**src/hdl/pin_block_pkg.sv**
```systemverilog
/*
 * Shared constants of the pin block: register indices, bit positions
 * of the control and status byte, reset values and timing counts.
 * Assumes a single 100 MHz clock.
 */
`default_nettype none
package pin_block_pkg;

	// Pin counts.
	localparam int unsigned NUM_BIDIR = 8;
	localparam int unsigned NUM_SW    = 4;
	localparam int unsigned NUM_GEN   = 8;

	// Register index space: bidirectional pins, then switch gates, then outputs.
	localparam int unsigned REG_IDX_W   = 4;
	localparam logic [3:0]  REG_SW_BASE = 4'h8;
	localparam logic [3:0]  REG_GEN     = 4'hC;
	localparam int unsigned NUM_REGS    = 13;

	// Bit positions of the control and status byte.
	localparam int unsigned BIT_TYPE    = 0;
	localparam int unsigned BIT_DIR     = 1;
	localparam int unsigned BIT_LVL_IN  = 2;
	localparam int unsigned BIT_LVL_OUT = 3;
	localparam int unsigned IRQ_LSB     = 4;
	localparam int unsigned IRQ_MSB     = 5;
	localparam int unsigned BIT_FLAG    = 6;

	// Interrupt edge selection.
	typedef enum logic [1:0] {
		IRQ_MASKED = 2'h0,
		IRQ_FALL   = 2'h1,
		IRQ_RISE   = 2'h2
	} irq_type_e;

	// Reset values of the fields.
	localparam logic       RST_TYPE     = 1'h0;
	localparam logic       RST_BIDIR_DIR = 1'h1;
	localparam logic       RST_LVL      = 1'h0;
	localparam logic [7:0] RST_GEN      = 8'h00;

	// Timing: clock, debounce tick and slew ramp.
	localparam int unsigned CLK_PERIOD_NS = 10;
	localparam int unsigned DEB_TICK_NS   = 1000000;
	localparam int unsigned DEB_TICK_CYC  = DEB_TICK_NS / CLK_PERIOD_NS;
	localparam int unsigned DEB_TICKS     = 4;
	localparam int unsigned DEB_CNT_W     = 2;
	localparam int unsigned SLEW_TIME_NS  = 1000;
	localparam int unsigned SLEW_CYC      = SLEW_TIME_NS / CLK_PERIOD_NS;
	localparam int unsigned SLEW_CNT_W    = 7;

endpackage : pin_block_pkg
`default_nettype wire
```
**src/hdl/debounce_if.sv**
```systemverilog
/*
 * Carries the raw bidirectional pin levels to the debounce filter and
 * the filtered levels back. Assumes both ends share one clock.
 */
`timescale 1ns/1ps
`default_nettype none
interface debounce_if;
	logic [7:0] raw;
	logic [7:0] clean;
	modport filter (input raw, output clean);
	modport core   (output raw, input clean);
endinterface : debounce_if
`default_nettype wire

```
**src/hdl/input_debounce.sv**
```systemverilog
/*
 * Debounce filter for the bidirectional pin inputs. A divider makes a
 * tick enable; a level is accepted once it has differed from the clean
 * level on DEB_TICKS consecutive ticks. Assumes synchronous inputs.
 */
`timescale 1ns/1ps
`default_nettype none
module input_debounce #(
	parameter int unsigned TICK_CYCLES = pin_block_pkg::DEB_TICK_CYC
) (
	// Clock and reset.
	input wire logic   clk,
	input wire logic   sys_rst,
	// Raw and filtered levels.
	debounce_if.filter dbi
);
	localparam int unsigned DIV_W = $clog2(TICK_CYCLES + 1);

	logic [DIV_W-1:0] div_q;
	logic             tick_q;
	logic [7:0]       clean_w;

	// Tick divider; one tick per period keeps all eight filters in step.
	always_ff @(posedge clk) begin
		if (sys_rst || div_q == DIV_W'(TICK_CYCLES - 1)) begin
			div_q <= '0;
		end else begin
			div_q <= div_q + DIV_W'(1);
		end
	end

	// Tick pulse, one cycle wide.
	always_ff @(posedge clk) begin
		tick_q <= !sys_rst && div_q == DIV_W'(TICK_CYCLES - 1);
	end

	genvar i;
	generate
		for (i = 0; i < pin_block_pkg::NUM_BIDIR; i++) begin : g_bit
			logic [pin_block_pkg::DEB_CNT_W-1:0] cnt_q;
			logic                                clean_q;
			// stable window: several ticks in a row before acceptance.
			always_ff @(posedge clk) begin
				if (sys_rst) begin
					cnt_q   <= '0;
					clean_q <= 1'h0;
				end else if (tick_q) begin
					if (dbi.raw[i] == clean_q) begin
						cnt_q <= '0;
					end else if (cnt_q == pin_block_pkg::DEB_CNT_W'(pin_block_pkg::DEB_TICKS - 1)) begin
						cnt_q   <= '0;
						clean_q <= dbi.raw[i];
					end else begin
						cnt_q <= cnt_q + pin_block_pkg::DEB_CNT_W'(1);
					end
				end
			end
			assign clean_w[i] = clean_q;
		end
	endgenerate

	assign dbi.clean = clean_w;

	a_deb_on_tick: assert property (@(posedge clk) disable iff (sys_rst)
		$changed(clean_w) |-> $past(tick_q))
		else $error("Clean level changed off a tick.");

endmodule : input_debounce
`default_nettype wire

```
**src/hdl/pin_block.sv**
```systemverilog
/*
 * General purpose pin block: eight bidirectional pins, four slew
 * controlled switch gates and eight push-pull outputs; each pin and gate is
 * steered by an 8-bit control and status register, the outputs by one shared level byte, on a plain register port.
 * Assumes one 100 MHz clock and pin inputs synchronous to it.
 */
// Overview of operation
// - Eight bidirectional pins, four switch gates, eight outputs; only bidirectional pins sense.
// - Bidirectional pins and switch gates are push-pull or open-drain; outputs push-pull.
// - Reset: pins are inputs, switch gates open-drain low, outputs push-pull low.
// - Each bidirectional pin and switch gate owns one 8-bit control register.
// - Bit 0 picks open-drain or push-pull; bit 1 set makes an input.
// - Bit 2 returns the debounced pin level captured when a read starts.
// - In output mode the host treats the sampled level bit as invalid.
// - Inputs are debounced over a window no longer than ten milliseconds.
// - Switch gates ramp their drive on every change; others switch plainly.
// - Output level bit sets drive; kept but unused while the pin is input.
// - Edge field masked, falling or rising sets pin flag and block event.
`timescale 1ns/1ps
`default_nettype none
module pin_block #(
	parameter int unsigned DEB_TICK_CYCLES = pin_block_pkg::DEB_TICK_CYC
) (
	// Clock and reset.
	input  wire logic       clk,
	input  wire logic       sys_rst,
	// Register port.
	input  wire logic [3:0] reg_sel,
	input  wire logic       reg_wr,
	input  wire logic       reg_rd,
	input  wire logic [7:0] reg_wdata,
	output logic      [7:0] reg_rdata_q,
	// Bidirectional pins.
	input  wire logic [7:0] bidir_pin_in,
	output logic      [7:0] bidir_pin_out_q,
	output logic      [7:0] bidir_pin_oe_q,
	// Switch gate outputs.
	output logic      [3:0] switch_gate_out_q,
	output logic      [3:0] switch_gate_oe_q,
	output logic      [3:0] switch_gate_slew_q,
	// General outputs and event to the first-level interrupt logic.
	output logic      [7:0] general_output_only_q,
	output logic            gpio_event_q
);
	logic [7:0] bidir_type;
	logic [7:0] bidir_dir;
	logic [7:0] bidir_lvl;
	logic [7:0] bidir_flag;
	logic [3:0] sw_type;
	logic [3:0] sw_lvl;
	logic [3:0] sw_oe_d;
	logic [3:0] sw_out_d;
	logic [7:0] clean_prev_q;
	logic [7:0] rd_words [pin_block_pkg::NUM_REGS];

	debounce_if dbi ();
	assign dbi.raw = bidir_pin_in;

	input_debounce #(
		.TICK_CYCLES (DEB_TICK_CYCLES)
	) u_debounce (
		.clk     (clk),
		.sys_rst (sys_rst),
		.dbi     (dbi)
	);

	// Write decode: general output strobe, plus edge and clear fields shared by the bidirectional pins.
	wire       gen_wr   = reg_wr && reg_sel == pin_block_pkg::REG_GEN;
	wire [1:0] wr_itype = reg_wdata[pin_block_pkg::IRQ_MSB:pin_block_pkg::IRQ_LSB];
	wire       wr_clr   = reg_wdata[pin_block_pkg::BIT_FLAG];

	genvar i;
	generate
		for (i = 0; i < pin_block_pkg::NUM_BIDIR; i++) begin : g_bidir
			logic       type_q;
			logic       dir_q;
			logic       lvl_q;
			logic [1:0] itype_q;
			logic       flag_q;
			wire wr_hit = reg_wr && reg_sel == pin_block_pkg::REG_IDX_W'(i);
			wire fall   = clean_prev_q[i] && !dbi.clean[i];
			wire rise   = !clean_prev_q[i] && dbi.clean[i];
			// edge select, only while the pin senses.
			wire hit    = dir_q && ((itype_q == pin_block_pkg::IRQ_FALL && fall)
				|| (itype_q == pin_block_pkg::IRQ_RISE && rise));

			// reset as input; fields load on write.
			always_ff @(posedge clk) begin
				if (sys_rst) begin
					type_q  <= pin_block_pkg::RST_TYPE;
					dir_q   <= pin_block_pkg::RST_BIDIR_DIR;
					lvl_q   <= pin_block_pkg::RST_LVL;
					itype_q <= pin_block_pkg::IRQ_MASKED;
				end else if (wr_hit) begin
					type_q  <= reg_wdata[pin_block_pkg::BIT_TYPE];
					dir_q   <= reg_wdata[pin_block_pkg::BIT_DIR];
					lvl_q   <= reg_wdata[pin_block_pkg::BIT_LVL_OUT];
					itype_q <= wr_itype;
				end
			end

			// sticky flag; a new edge wins over a write-one clear.
			always_ff @(posedge clk) begin
				if (sys_rst) begin
					flag_q <= 1'h0;
				end else begin
					flag_q <= hit || (flag_q && !(wr_hit && wr_clr));
				end
			end

			assign bidir_type[i] = type_q;
			assign bidir_dir[i]  = dir_q;
			assign bidir_lvl[i]  = lvl_q;
			assign bidir_flag[i] = flag_q;
			// sampled level; it is still returned in output mode.
			assign rd_words[i] = {1'h0, flag_q, itype_q, lvl_q, dbi.clean[i], dir_q, type_q};

			a_flag_on_edge: assert property (@(posedge clk) disable iff (sys_rst)
				hit |=> flag_q)
				else $error("Selected edge did not set the pin flag.");
		end

		for (i = 0; i < pin_block_pkg::NUM_SW; i++) begin : g_sw
			logic                              type_q;
			logic                              lvl_q;
			logic [pin_block_pkg::SLEW_CNT_W-1:0] ramp_q;
			wire wr_hit = reg_wr && reg_sel == pin_block_pkg::REG_SW_BASE + 4'(i);
			wire chg    = switch_gate_out_q[i] != sw_out_d[i] || switch_gate_oe_q[i] != sw_oe_d[i];

			// open-drain low at reset; no direction or input path.
			always_ff @(posedge clk) begin
				if (sys_rst) begin
					type_q <= pin_block_pkg::RST_TYPE;
					lvl_q  <= pin_block_pkg::RST_LVL;
				end else if (wr_hit) begin
					type_q <= reg_wdata[pin_block_pkg::BIT_TYPE];
					lvl_q  <= reg_wdata[pin_block_pkg::BIT_LVL_OUT];
				end
			end

			// slew ramp: the driver runs weak for a while after each change.
			always_ff @(posedge clk) begin
				if (sys_rst) begin
					ramp_q                <= '0;
					switch_gate_slew_q[i] <= 1'h0;
				end else if (chg) begin
					ramp_q                <= pin_block_pkg::SLEW_CNT_W'(pin_block_pkg::SLEW_CYC - 1);
					switch_gate_slew_q[i] <= 1'h1;
				end else begin
					ramp_q                <= ramp_q - pin_block_pkg::SLEW_CNT_W'(ramp_q != '0);
					switch_gate_slew_q[i] <= ramp_q > pin_block_pkg::SLEW_CNT_W'(1);
				end
			end

			assign sw_type[i] = type_q;
			assign sw_lvl[i]  = lvl_q;
			assign rd_words[pin_block_pkg::REG_SW_BASE + i] = {4'h0, lvl_q, 2'h0, type_q};

			a_slew_on_change: assert property (@(posedge clk) disable iff (sys_rst)
				chg |=> switch_gate_slew_q[i] [*2])
				else $error("Switch gate changed without a slew ramp.");
		end
	endgenerate

	// general outputs read back their level byte.
	assign rd_words[pin_block_pkg::REG_GEN] = general_output_only_q;

	// open-drain releases for high, push-pull drives both levels.
	wire [7:0] bidir_oe_d  = ~bidir_dir & (bidir_type | ~bidir_lvl);
	wire [7:0] bidir_out_d = ~bidir_dir & bidir_type & bidir_lvl;
	assign sw_oe_d         = sw_type | ~sw_lvl;
	assign sw_out_d        = sw_type & sw_lvl;
	wire [7:0] rd_mux      = reg_sel <= pin_block_pkg::REG_GEN ? rd_words[reg_sel] : 8'h00;

	// pin drivers reset: bidirectional pins to input, switch gates to open-drain low.
	always_ff @(posedge clk) begin
		if (sys_rst) begin
			bidir_pin_oe_q    <= 8'h00;
			bidir_pin_out_q   <= 8'h00;
			switch_gate_oe_q  <= 4'hF;
			switch_gate_out_q <= 4'h0;
		end else begin
			bidir_pin_oe_q    <= bidir_oe_d;
			bidir_pin_out_q   <= bidir_out_d;
			switch_gate_oe_q  <= sw_oe_d;
			switch_gate_out_q <= sw_out_d;
		end
	end

	// general output levels; always driven, push-pull only.
	always_ff @(posedge clk) begin
		if (sys_rst) begin
			general_output_only_q <= pin_block_pkg::RST_GEN;
		end else if (gen_wr) begin
			general_output_only_q <= reg_wdata;
		end
	end

	// read data is captured on the cycle the read starts and then held.
	always_ff @(posedge clk) begin
		if (sys_rst) begin
			reg_rdata_q <= 8'h00;
		end else if (reg_rd) begin
			reg_rdata_q <= rd_mux;
		end
	end

	// edge history and the block event toward the first-level register.
	always_ff @(posedge clk) begin
		if (sys_rst) begin
			clean_prev_q <= 8'h00;
			gpio_event_q <= 1'h0;
		end else begin
			clean_prev_q <= dbi.clean;
			gpio_event_q <= |bidir_flag;
		end
	end

	a_reset_defaults: assert property (@(posedge clk)
		sys_rst |=> bidir_pin_oe_q == 8'h00 && switch_gate_oe_q == 4'hF
			&& switch_gate_out_q == 4'h0 && general_output_only_q == 8'h00
			&& bidir_pin_out_q == 8'h00 && switch_gate_slew_q == 4'h0)
		else $error("Pins not in their reset state.");

	a_drain_never_high: assert property (@(posedge clk) disable iff (sys_rst)
		((bidir_pin_out_q & ~$past(bidir_type)) == 8'h00)
			&& ((switch_gate_out_q & ~$past(sw_type)) == 4'h0))
		else $error("Open-drain pin driven high.");

	a_input_released: assert property (@(posedge clk) disable iff (sys_rst)
		(bidir_pin_oe_q & $past(bidir_dir)) == 8'h00)
		else $error("Input pin is being driven.");

	a_type_write: assert property (@(posedge clk) disable iff (sys_rst)
		reg_wr && reg_sel < pin_block_pkg::REG_SW_BASE |=>
			bidir_type[$past(reg_sel[2:0])] == $past(reg_wdata[0]) ##1
			bidir_pin_oe_q == bidir_oe_d || $past(reg_wr))
		else $error("Output type write did not land.");

	a_read_level: assert property (@(posedge clk) disable iff (sys_rst)
		reg_rd && reg_sel < pin_block_pkg::REG_SW_BASE |=>
			reg_rdata_q[2] == $past(dbi.clean[reg_sel[2:0]]))
		else $error("Read did not return the sampled level.");

	a_gen_write: assert property (@(posedge clk) disable iff (sys_rst)
		gen_wr |=> general_output_only_q == $past(reg_wdata))
		else $error("General output write did not land.");

	a_event_out: assert property (@(posedge clk) disable iff (sys_rst)
		(|bidir_flag) |=> gpio_event_q)
		else $error("Pin flag did not raise the block event.");

	a_sw_no_sense: assert property (@(posedge clk) disable iff (sys_rst)
		reg_rd && reg_sel >= pin_block_pkg::REG_SW_BASE && reg_sel < pin_block_pkg::REG_GEN
			|=> reg_rdata_q[2:1] == 2'h0)
		else $error("Switch gate reported an input path.");

	c_flag_raised: cover property (@(posedge clk) disable iff (sys_rst)
		$rose(gpio_event_q));
	c_bidir_pushpull: cover property (@(posedge clk) disable iff (sys_rst)
		|(bidir_pin_out_q & bidir_pin_oe_q));
	c_slew_ramp: cover property (@(posedge clk) disable iff (sys_rst)
		$fell(switch_gate_slew_q[0]));

endmodule : pin_block
`default_nettype wire

```
**config.mk**
```make
export PLATFORM = sky130hd
export DESIGN_NAME = pin_block
export DESIGN_NICKNAME = d
export VERILOG_FILES = /design/src/hdl/pin_block_pkg.sv /design/src/hdl/debounce_if.sv /design/src/hdl/input_debounce.sv /design/src/hdl/pin_block.sv
export SDC_FILE = /design/constraint.sdc
export NUM_CORES = 1
export LEC_CHECK = 0
export ABC_AREA = 1
export BUFFER_PORTS_ARGS = -buffer_cell sky130_fd_sc_hd__buf_2
export CORE_ASPECT_RATIO = 0.5
export CORE_MARGIN = 1.5
export CORE_UTILIZATION = 45
export DETAILED_ROUTE_END_ITERATION = 12
export PLACE_DENSITY = 0.75
export SKIP_CTS_REPAIR_TIMING = 1
export SLEW_MARGIN = 20
export SYNTH_ARGS = -nofsm -noshare
export SYNTH_HDL_FRONTEND = slang
export SYNTH_HIERARCHICAL = 1
export SYNTH_SLANG_ARGS = --single-unit
```
**constraint.sdc**
```tcl
create_clock -name clk -period 2.1 [get_ports clk]
set_input_delay 0 -clock clk [delete_from_list [all_inputs] [get_ports clk]]
set_output_delay 0 -clock clk [all_outputs]
set_load 0.005 [all_outputs]
```
======== Yosys cells after proc, flatten, opt, wreduce, memory -nomap -nowiden ========
Cells that the tools add are included.
word-level totals
  register bits ........................... 179
  bits of input ports ..................... 24
  output and inout bits ................... 45
  logic and storage cells ................. 338
cells by class
  $add $sub $neg .......................... 13
  order comparisons ....................... 6
  eq/ne operators ......................... 53
  multiplexer cells ....................... 28
  bitwise logic cells ..................... 18
  reductions and logical operators ........ 134
operators by type and width
  kind                                                            count
  logical AND 1 bit                                               70
  binary-select mux 8 bit (select 4 bit)                          1
  equality test 2 bit (second input constant)                     16
  2-to-1 mux 2 bit                                                16
  greater-than comparator 7 x 1 -> 1 bit (second input constant)  4
  2-to-1 mux 7 bit                                                4
  nonzero test 7 bit                                              4
  subtractor 7 x 1 -> 7 bit                                       4
  logical NOT 1 bit                                               25
  AND 8 bit                                                       3
  2-to-1 mux 8 bit                                                3
  AND reduction 3 bit                                             8
  logical OR 1 bit                                                21
  equality test 4 bit (second input constant)                     5
  adder 17 x 1 -> 17 bit (second input constant)                  1
  equality test 17 bit (second input constant)                    1
  adder 2 x 1 -> 2 bit (second input constant)                    8
  equality test 2 x 1 -> 1 bit (second input constant)            8
  equality test 4 x 3 -> 1 bit (second input constant)            4
  NOT 8 bit                                                       2
  equality test 1 bit                                             8
  equality test 4 x 2 -> 1 bit (second input constant)            2
  != test 1 bit                                                   8
  NOT 1 bit                                                       8
  12 further kinds                                                18

======== Logic depth before layout (Yosys ltp) ========
Gate-level depths: netlist of the first run.
  depth in word-level cells ............... 6
  gate-level depth with buffers ........... 12
  depth with buffers taken out ............ 12

======== Hierarchy ========
The synthesis of the first run kept the hierarchy.
by module, submodules not included
  module          instances  cells each  area an instance (um^2)  sequential area each (um^2)
  pin_block       1          830         5964.5                   2742.6
  input_debounce  1          280         2031.9                   840.8

======== Least setup slack after synthesis of the first run ========
OpenSTA, ideal clock, no wires.
  kind .................................... reg2reg
  start point ............................. register g_sw[1].ramp_q[3] (netlist bit)
  end point ............................... register g_sw[1].ramp_q[6] (netlist bit)
  setup time .............................. 0.115 ns
  data arrival time ....................... 1.572 ns
  required time ........................... 1.985 ns
  setup slack ............................. 0.413 ns
  stages on the path, launching flop included .. 13
  buffers on the path ..................... 0
  clock period less this slack ............ 1.687 ns
  cell sequence ........................... dfxtp_1 -> nor2_1 -> nand2_1 -> nor4_1 -> nand2_1 -> ha_1 -> inv_1 -> nor2_1 -> nand3_1 -> nor2_1 -> xor2_1 -> o21ai_0 -> inv_1
between the ends
  word-level cells in the longest chain between the ends .. 3
ends and longest elaborated chain
  what                         RTL line          text
  from (decl)                  pin_block.sv:126  logic [pin_block_pkg::SLEW_CNT_W-1:0] ramp_q;
  from (signal assigned)       pin_block.sv:147  ramp_q <= pin_block_pkg::SLEW_CNT_W'(pin_block_pkg::SLEW_CYC - 1);
  from (signal assigned)       pin_block.sv:150  ramp_q <= ramp_q - pin_block_pkg::SLEW_CNT_W'(ramp_q != '0);
  nonzero test 7 bit           pin_block.sv:150
  subtractor 7 x 1 -> 7 bit *  pin_block.sv:150
  2-to-1 mux 7 bit *           pin_block.sv:146  end else if (chg) begin
Mark *: on every way between the ends. The rest lies on a longest branch, timed or not.
A chain may end at the register's enable or synchronous reset.

======== Worst setup path after layout of the first run ========
Ends and elaborated chain as after synthesis.

==> results of run 1 <==
## state kept, by name, indices dropped and copies added (netlist names), 8 cells and up
| register | cells |
|---|---|
| bidir_pin_oe_q | 8 |
| bidir_pin_out_q | 8 |
| clean_prev_q | 8 |
| g_bidir.dir_q | 8 |
| g_bidir.flag_q | 8 |
| g_bidir.itype_q | 16 |
| g_bidir.lvl_q | 8 |
| g_bidir.type_q | 8 |
| g_sw.ramp_q | 28 |
| general_output_only_q | 8 |
| reg_rdata_q | 8 |
| u_debounce/div_q | 17 |
| u_debounce/g_bit.clean_q | 8 |
| u_debounce/g_bit.cnt_q | 16 |
## path summary, 6_finish.rpt
kind	slack, ns	startpoint	end
hold / removal	-0.01	reg_wdata[0]	general_output_only_q[0]
hold reg to reg	0.43	g_bidir[0].lvl_q	bidir_pin_oe_q[0]
setup / recovery	0.22	g_sw[1].ramp_q[3]	g_sw[1].ramp_q[6]
setup reg to reg	0.22	g_sw[1].ramp_q[3]	g_sw[1].ramp_q[6]
## metal layers
layer  track usage (%)  vias up
met5                 0        -
met4              7.09        0
met3              4.04       24
met2              32.6      179
met1              27.4     3469
li1                  -     3731
## layout make-up
cell class,instances,area [um^2]
clock buffers,19,443
clock inverters,13,195
fillers,1578,8060
inverters,112,425
multi-input cells,774,3760
flip-flops and latches,179,3580
well taps,234,293
repair buffers,98,643
## worst reg2reg max path, cell delays in order, from the launching register on
cell,delay (ns)
dfxtp_1,0.31
nor2_1,0.22
nand2_1,0.10
nor4_2,0.20
nand2_1,0.13
ha_1,0.20
inv_1,0.05
nor2_1,0.05
nand3_1,0.10
nor2_1,0.06
xor2_1,0.14
o21ai_0,0.16
inv_1,0.05
## cell usage after synthesis, drive strengths merged
| master | n | area share (%) |
|---|---|---|
| a21oi | 123 | 7.8 |
| a41oi | 3 | 0.33 |
| buf | 27 | 2.1 |
| clkbuf | 18 | 0.84 |
| clkinv | 1 | 0.047 |
| dfxtp | 179 | 45 |
| ha | 17 | 2.7 |
| inv | 111 | 5.3 |
| nand2 | 288 | 14 |
| nand3 | 49 | 3.1 |
| nand3b | 6 | 0.56 |
| nand4 | 5 | 0.39 |
| nor2 | 115 | 6.0 |
| nor3 | 18 | 1.3 |
| nor4 | 3 | 0.23 |
| o211ai | 1 | 0.094 |
| o21a | 3 | 0.28 |
| o21ai | 92 | 5.8 |
| o22ai | 8 | 0.63 |
| o31ai | 7 | 0.66 |
| or2 | 16 | 1.3 |
| xnor2 | 8 | 0.88 |
| xor2 | 12 | 1.3 |
## logic make-up (layout without fill, tap and decap cells)
family                     count (synthesis)  in the layout  share of synthesized area, %
and+or+nand+nor                          500            500                          26.5
xor gates and xnor gates                  20             20                          2.19
AOI/OAI and AO/OA                        237            237                          15.5
DFF                                      179            179                          44.8
buffers and inverters                    157            242                          8.29
adders and majority gates                 17             17                          2.66
## power by group through the flow
stage          Combinational (mW)  Clock, mW  Sequential, mW
2_1_floorplan                1.27          0            3.89
6_report                     1.67       3.47            3.85
4_1_cts                      1.63       3.50            3.85
5_1_grt                      1.92       3.65            3.88
3_5_place_dp                 1.62          0            3.92
3_3_place_gp                 1.53          0            3.91
==> flow_summary.toml, run 1 <==
[sta]
slew_headroom_pct = 51.8
tightest_slew_ns = 0.724
final.setup_skew_ns = 0.0101
setup_violations = 0
hold_ws_ns = -0.0143
finalWorstSetupSlack_ns = 0.218
drv_slew = 0
fmax_mhz = 531
finalSetupTns_ns = 0
hold_viol = 1
finalCritPeriodShare_pct = 89.6
finalCriticalPeriod_ns = 1.88
grt_setup_unrepaired = "no"

[hold_path]
hp-class = "in -> reg"
holdPathStages = 3

[clock_network]
clk_path_buf_depth = 2
htreeDepth = 4
clk_pin_slew_ns = 0.07
cts_buffers = 17
cts_tree = "built"
clk_latency_ns = 0.44
root_buffer = "clkbuf_16"
numClockSinks = 179

[setup_path]
arrival_ns = 2.21
path_buf_inv = 2
required_ns = 2.43
cp_slowest_stage_delay_ns = 0.31
critPathTopFamily = "simple AND/OR/NAND/NOR gates"
reg2reg_depth = 12
crit_cells = 12
cpMaxStageDelayCell = "dfxtp_1"
crit_path_end_kind = "flip-flop"
path_cells = "nor2_1 -> nand2_1 -> nor4_2 -> nand2_1 -> ha_1 -> inv_1 -> nor2_1 -> nand3_1 -> nor2_1 -> xor2_1 -> o21ai_0 -> inv_1"
startpoint_type = "flip-flop"
critPathMaxFanout = 4
worst-setup-path-type = "reg -> reg"
critPathMostFrequentCell = "nor2_1"

[finish]
area_growth_pct = 16.8
diodes = 0
fin_nets = 1223
layout_common_cells = "nand2_1 (284), dfxtp_1 (179), a21oi_1 (121)"
final_cells = 1429
final_common_cell = "nand2_1"
drive_above_1_share_pct = 12.1
final_area_um2 = 9340
final_util_pct = 53.7

[route]
met3WireLength_um = 924
route.met2.wl_mm = 8.72
vias = 7403
drc = 0
drt_wl_total_mm = 18.9
wirelength_met1_mm = 9.01
detail_route.first_pass.iterations = 6
drt-wirelength-per-cell_um = 13.2
viasPerCell = 5.18
ant_nets = 0
drt-initial-drc-count = 561
routed.top_layer = "met4"

[floorplan]
initial_utilization_pct = 46.0
core_area_um2 = 17400
die_area_um2 = 18600
std_cell_rows = 34
die_h_um = 97.3
io_pins = 69
die_x_um = 192

[run]
cap_violations = 0

[outcome]
outcome = "finished with violations"
violations = "negative hold slack"

[place]
pre_cts_ws_ns = 0.150
hpwl_mm = 13.0
place_inst = 1376
dpl_cell_area_um2 = 8480
portBuffers = 68
routabilityCongestion = 0.880

[power]
combPwrFrac_pct = 18.6
switchingPower_mw = 2.59
p_sw_share_pct = 28.8
p_leak_nw = 3.91
p_clk_share_pct = 38.6
ir_worst_vdd_mv = 0.674
p_int_mw = 6.41
cellPowerDensity_nw_per_um2 = 963
p_total_mw = 8.99
seq_power_share_pct = 42.8

[global_route]
overflow = 0
antenna_found_initial = 0
grt_pass1_vias = 6668
grt_first_pass_wirelength_mm = 30.8
grt_max_degree = 62
track_usage_pct = 20.4

[yosys]
synth_nets = 1151
syn_inst = 1110
synth_seq_cells = 179
avgSynthCellArea_um2 = 7.20
yosysSeqAreaShare_pct = 44.8
ys_warn_count = 6
syn_area_um2 = 8000
synth.distinct_cells = 37
No activity file was read; power rests on OpenSTA's default activity.
==> inputs of run 2 (changes only) <==
PLACE_DENSITY = 0.6   (was 0.75)
==> run 2 against run 1 <==
Compared with the run above:
- the flow still finishes with violations (negative hold slack)
- first-iteration DRC count down 39%
- fmax up 2.1%
- hold slack worse by 0.0030 ns
- count of clock-buffer cells in the layout down 2
- largest power group unchanged
- combinational power about the same
- sequential share of layout area up 0.39 points
- sequential cell count unchanged
- clock power down 11%
==> flow_summary.toml, run 2 (synthesized netlist as in run 1, its figures left out) <==
[outcome]
outcome = "finished with violations"
violations = "negative hold slack"

[finish]
final_area_um2 = 9240
largest_register_ffs = 28
fin_nets = 1222
drive_above_1_share_pct = 12.0
area_growth_pct = 15.6
final_common_cell = "nand2_1"
layout_common_cells = "nand2_1 (284), dfxtp_1 (179), a21oi_1 (121)"
diodes = 0
largest_register = "g_sw.ramp_q"
final_cells = 1428
top_regs = "g_sw.ramp_q: 28 flops, u_debounce/div_q: 17 flops"
final_util_pct = 53.1

[setup_path]
cp_slowest_stage_delay_ns = 0.32
critPathMaxFanout = 4
reg2reg_depth = 8
path_cells = "or2_2 -> nor2_1 -> nand4_1 -> ha_1 -> nand3_1 -> nor3_1 -> o31ai_1 -> inv_1"
critPathTopFamily = "simple AND/OR/NAND/NOR gates"
startpoint_type = "flip-flop"
required_ns = 2.42
path_buf_inv = 1
worst-setup-path-type = "reg -> reg"
arrival_ns = 2.16
crit_cells = 8
crit_path_end_kind = "flip-flop"
cpMaxStageDelayCell = "dfxtp_1"

[floorplan]
die_x_um = 192
io_pins = 69
initial_utilization_pct = 46.0
die_h_um = 97.3
die_area_um2 = 18600
std_cell_rows = 34
core_area_um2 = 17400

[sta]
slew_headroom_pct = 59.7
finalWorstSetupSlack_ns = 0.257
finalCritPeriodShare_pct = 87.7
final.setup_skew_ns = 0.0118
finalCriticalPeriod_ns = 1.84
hold_viol = 3
hold_ws_ns = -0.0173
drv_slew = 0
fmax_mhz = 543
tightest_slew_ns = 0.604
setup_violations = 0
finalSetupTns_ns = 0

[clock_network]
clk_path_buf_depth = 2
cts_buffers = 17
clk_pin_slew_ns = 0.08
clk_latency_ns = 0.43
cts_tree = "built"
htreeDepth = 4
numClockSinks = 179
root_buffer = "clkbuf_16"

[place]
dpl_cell_area_um2 = 8460
portBuffers = 68
routabilityCongestion = 0.830
pre_cts_ws_ns = 0.193
place_inst = 1374
hpwl_mm = 13.5

[route]
drt_wl_total_mm = 19.3
drt-initial-drc-count = 343
drt-wirelength-per-cell_um = 13.5
drc = 0
detail_route.first_pass.iterations = 7
vias = 7123
viasPerCell = 4.99
ant_nets = 0

[global_route]
overflow = 0
grt_pass1_vias = 6560
grt_max_degree = 70
track_usage_pct = 21.7
antenna_found_initial = 0
grt_first_pass_wirelength_mm = 32.3

[power]
ir_worst_vdd_mv = 0.537
p_leak_nw = 3.86
p_total_mw = 8.59
cellPowerDensity_nw_per_um2 = 929

[run]
cap_violations = 0

[hold_path]
holdPathStages = 4
hp-class = "in -> reg"
-- run 2: path summary, 6_finish.rpt --
kind         slack, ns               from                end
min reg2reg       0.42   g_bidir[0].lvl_q  bidir_pin_oe_q[0]
max               0.26  g_sw[0].ramp_q[4]  g_sw[0].ramp_q[6]
min              -0.02         reg_sel[2]      g_sw[0].lvl_q
max reg2reg       0.26  g_sw[0].ramp_q[4]  g_sw[0].ramp_q[6]
-- run 2: worst min-delay path, delay by kind of cell --
kind                   cells  cell delay, ns
AOI/OAI and AO/OA          1            0.06
buffers and inverters      1            0.10
and+or+nand+nor            2            0.21
-- run 2: layer usage --
| layer | global-route usage (%) | wire length (um) | vias to the layer above |
|---|---|---|---|
| met5 | 0 | 0 | - |
| li1 | - | - | 3730 |
| met1 | 30.6 | 9750 | 3266 |
| met2 | 33.4 | 8620 | 112 |
| met4 | 5.95 | 221 | 0 |
| met3 | 4.91 | 739 | 15 |
-- run 2: layout make-up --
class	instances	area, um^2
clock buffers	17	425
clock inverters	15	135
fillers	1703	8160
inverters	112	425
multi-input cells	774	3760
flip-flops and latches	179	3580
well taps	234	293
repair buffers	97	626
-- run 2: power breakdown --
group | internal (mW) | switching [mW]
clock | 1.57 | 1.51
sequential | 3.69 | 0.163
combinational | 0.668 | 0.991
total | 5.93 | 2.66
==> inputs of run 3 (changes only) <==
GPL_TIMING_DRIVEN = 0   (was default)
==> run 3 against run 2 <==
Compared with the run above:
- the run still ends with negative hold slack left
- non-clock buffer count rose by 28
- sequential power barely moved
- count of clock-buffer cells in the layout grew 1
- largest power group unchanged
- clock power hardly changed
- highest routed layer unchanged
- global-route usage up 1.6 points
- cell area rose by 1.0%
- core utilization up 0.54 points
- die area unchanged
- via count increased by 3.8%
- critical endpoint is now clean_prev_q[4]
- critical path depth fell by 2
- register-to-register slack barely moved
- sequential cell count unchanged
==> flow_summary.toml, run 3 (synthesized netlist as in run 1, its figures left out) <==
[floorplan]
die_h_um = 97.3
die_area_um2 = 18600
std_cell_rows = 34
die_x_um = 192
initial_utilization_pct = 46.0
core_area_um2 = 17400
io_pins = 69

[sta]
finalWorstSetupSlack_ns = 0.255
drv_slew = 0
setup_violations = 0
finalCritPeriodShare_pct = 87.8
slew_headroom_pct = 48.9
tightest_slew_ns = 0.767
grt_setup_unrepaired = "no"
fmax_mhz = 542
hold_viol = 2
final.setup_skew_ns = 0.0128
finalSetupTns_ns = 0
finalCriticalPeriod_ns = 1.84
hold_ws_ns = -0.00641

[outcome]
violations = "negative hold slack"
outcome = "finished with violations"

[finish]
drive_above_1_share_pct = 12.7
final_common_cell = "nand2_1"
largest_register = "g_sw.ramp_q"
fin_nets = 1250
layout_common_cells = "nand2_1 (284), dfxtp_1 (179), a21oi_1 (121)"
top_regs = "g_sw.ramp_q: 28 flops, u_debounce/div_q: 17 flops"
largest_register_ffs = 28
area_growth_pct = 16.8
diodes = 0

[clock_network]
clk_latency_ns = 0.43
htreeDepth = 4
cts_tree = "built"
clk_pin_slew_ns = 0.08
clk_path_buf_depth = 2
root_buffer = "clkbuf_16"
numClockSinks = 179
cts_buffers = 17

[global_route]
track_usage_pct = 23.3
grt_first_pass_wirelength_mm = 34.4
grt_pass1_vias = 6930
overflow = 0
grt_max_degree = 19
antenna_found_initial = 0

[route]
ant_nets = 0
drt-wirelength-per-cell_um = 14.5
viasPerCell = 5.08
drc = 0
route.met2.wl_mm = 9.56
routed.top_layer = "met4"
wirelength_met1_mm = 10.3
vias = 7397
drt-initial-drc-count = 447
drt_wl_total_mm = 21.1
met3WireLength_um = 950
detail_route.first_pass.iterations = 7

[setup_path]
critPathTopFamily = "buffers and inverters"
critPathMostFrequentCell = "buf_2"
worst-setup-path-type = "in -> reg"
critPathMaxFanout = 10
cp_slowest_stage_delay_ns = 0.56
path_buf_inv = 5
required_ns = 2.39
cpMaxStageDelayCell = "buf_1"
crit_path_end_kind = "flip-flop"
path_cells = "dlygate4sd3_1 -> buf_2 -> clkbuf_1 -> buf_2 -> buf_1 -> nor2_1"
arrival_ns = 2.14
startpoint_type = "input port"

[place]
routabilityCongestion = 0.882
pre_cts_ws_ns = 0.204
hpwl_mm = 15.3
portBuffers = 64

[hold_path]
hp-class = "in -> reg"

[power]
ir_worst_vdd_mv = 0.736
cellPowerDensity_nw_per_um2 = 923
p_total_mw = 8.62
p_leak_nw = 3.93

[run]
cap_violations = 0
## run 3: changes by cell type in the layout (fill, tap and decap cells not counted)
cell | previous run | this run
buf_2 | 68 | 77
clkinv_2 | 2 | 0
dlygate4sd3_1 | 22 | 16
buf_6 | 0 | 3
clkinvlp_4 | 1 | 2
buf_1 | 0 | 3
inv_1 | 104 | 105
clkbuf_1 | 0 | 19
buf_4 | 6 | 8
buf_12 | 1 | 0
clkinv_1 | 2 | 1
## run 3: final timing paths
path | startpoint | to | slack (ns) | cells past startpoint
hold reg to reg | g_bidir[0].lvl_q | bidir_pin_oe_q[0] | 0.44 | 1
hold / removal | bidir_pin_in[1] | u_debounce/g_bit[1].cnt_q[1] | -0.006 | 5
setup / recovery | sys_rst | clean_prev_q[4] | 0.26 | 6
setup reg to reg | u_debounce/tick_q | u_debounce/g_bit[1].clean_q | 0.26 | 4
## run 3: power breakdown
part           internal, mW  total [mW]  switching [mW]  leakage, nW
registers              3.69        3.85           0.161         1.45
logic                 0.669        1.68            1.01         2.21
clock network          1.58        3.09            1.51        0.272
## run 3: final cells by class
cell class,instances,area (um^2)
clock inverter,14,133
multi-input combinational,774,3760
inverter,112,425
clock buffer,18,429
buffer,45,238
timing repair buffer,80,480
tap,234,293
fill,1686,8060
sequential,179,3580
## run 3: tightest hold or removal path: stages
cell     delay [ns]
buf_2          0.10
xnor2_1        0.11
nor2_1         0.05
nand2_1        0.05
a21oi_1        0.05
## run 3: stage by stage
step | instance area, um^2 | hold slack [ns] | instances | utilization [%]
final | 9340 | -0.00641 | 1456 | 53.7
after global placement | 8610 | 0.273 | 1408 | 49.5
after detailed placement | 8610 | 0.278 | 1408 | 49.5
after CTS | 9170 | -0.182 | 1440 | 52.7
after floorplan | 8000 | 0.0793 | 1110 | -
after global routing | 9340 | 0.0295 | 1456 | 53.7
## run 3: layer usage
| metal | up-vias | GRT usage, % |
|---|---|---|
| met2 | 150 | 37.8 |
| li1 | 3783 | - |
| met1 | 3438 | 31.8 |
| met3 | 26 | 4.51 |
| met4 | 0 | 6.01 |
| met5 | - | 0 |
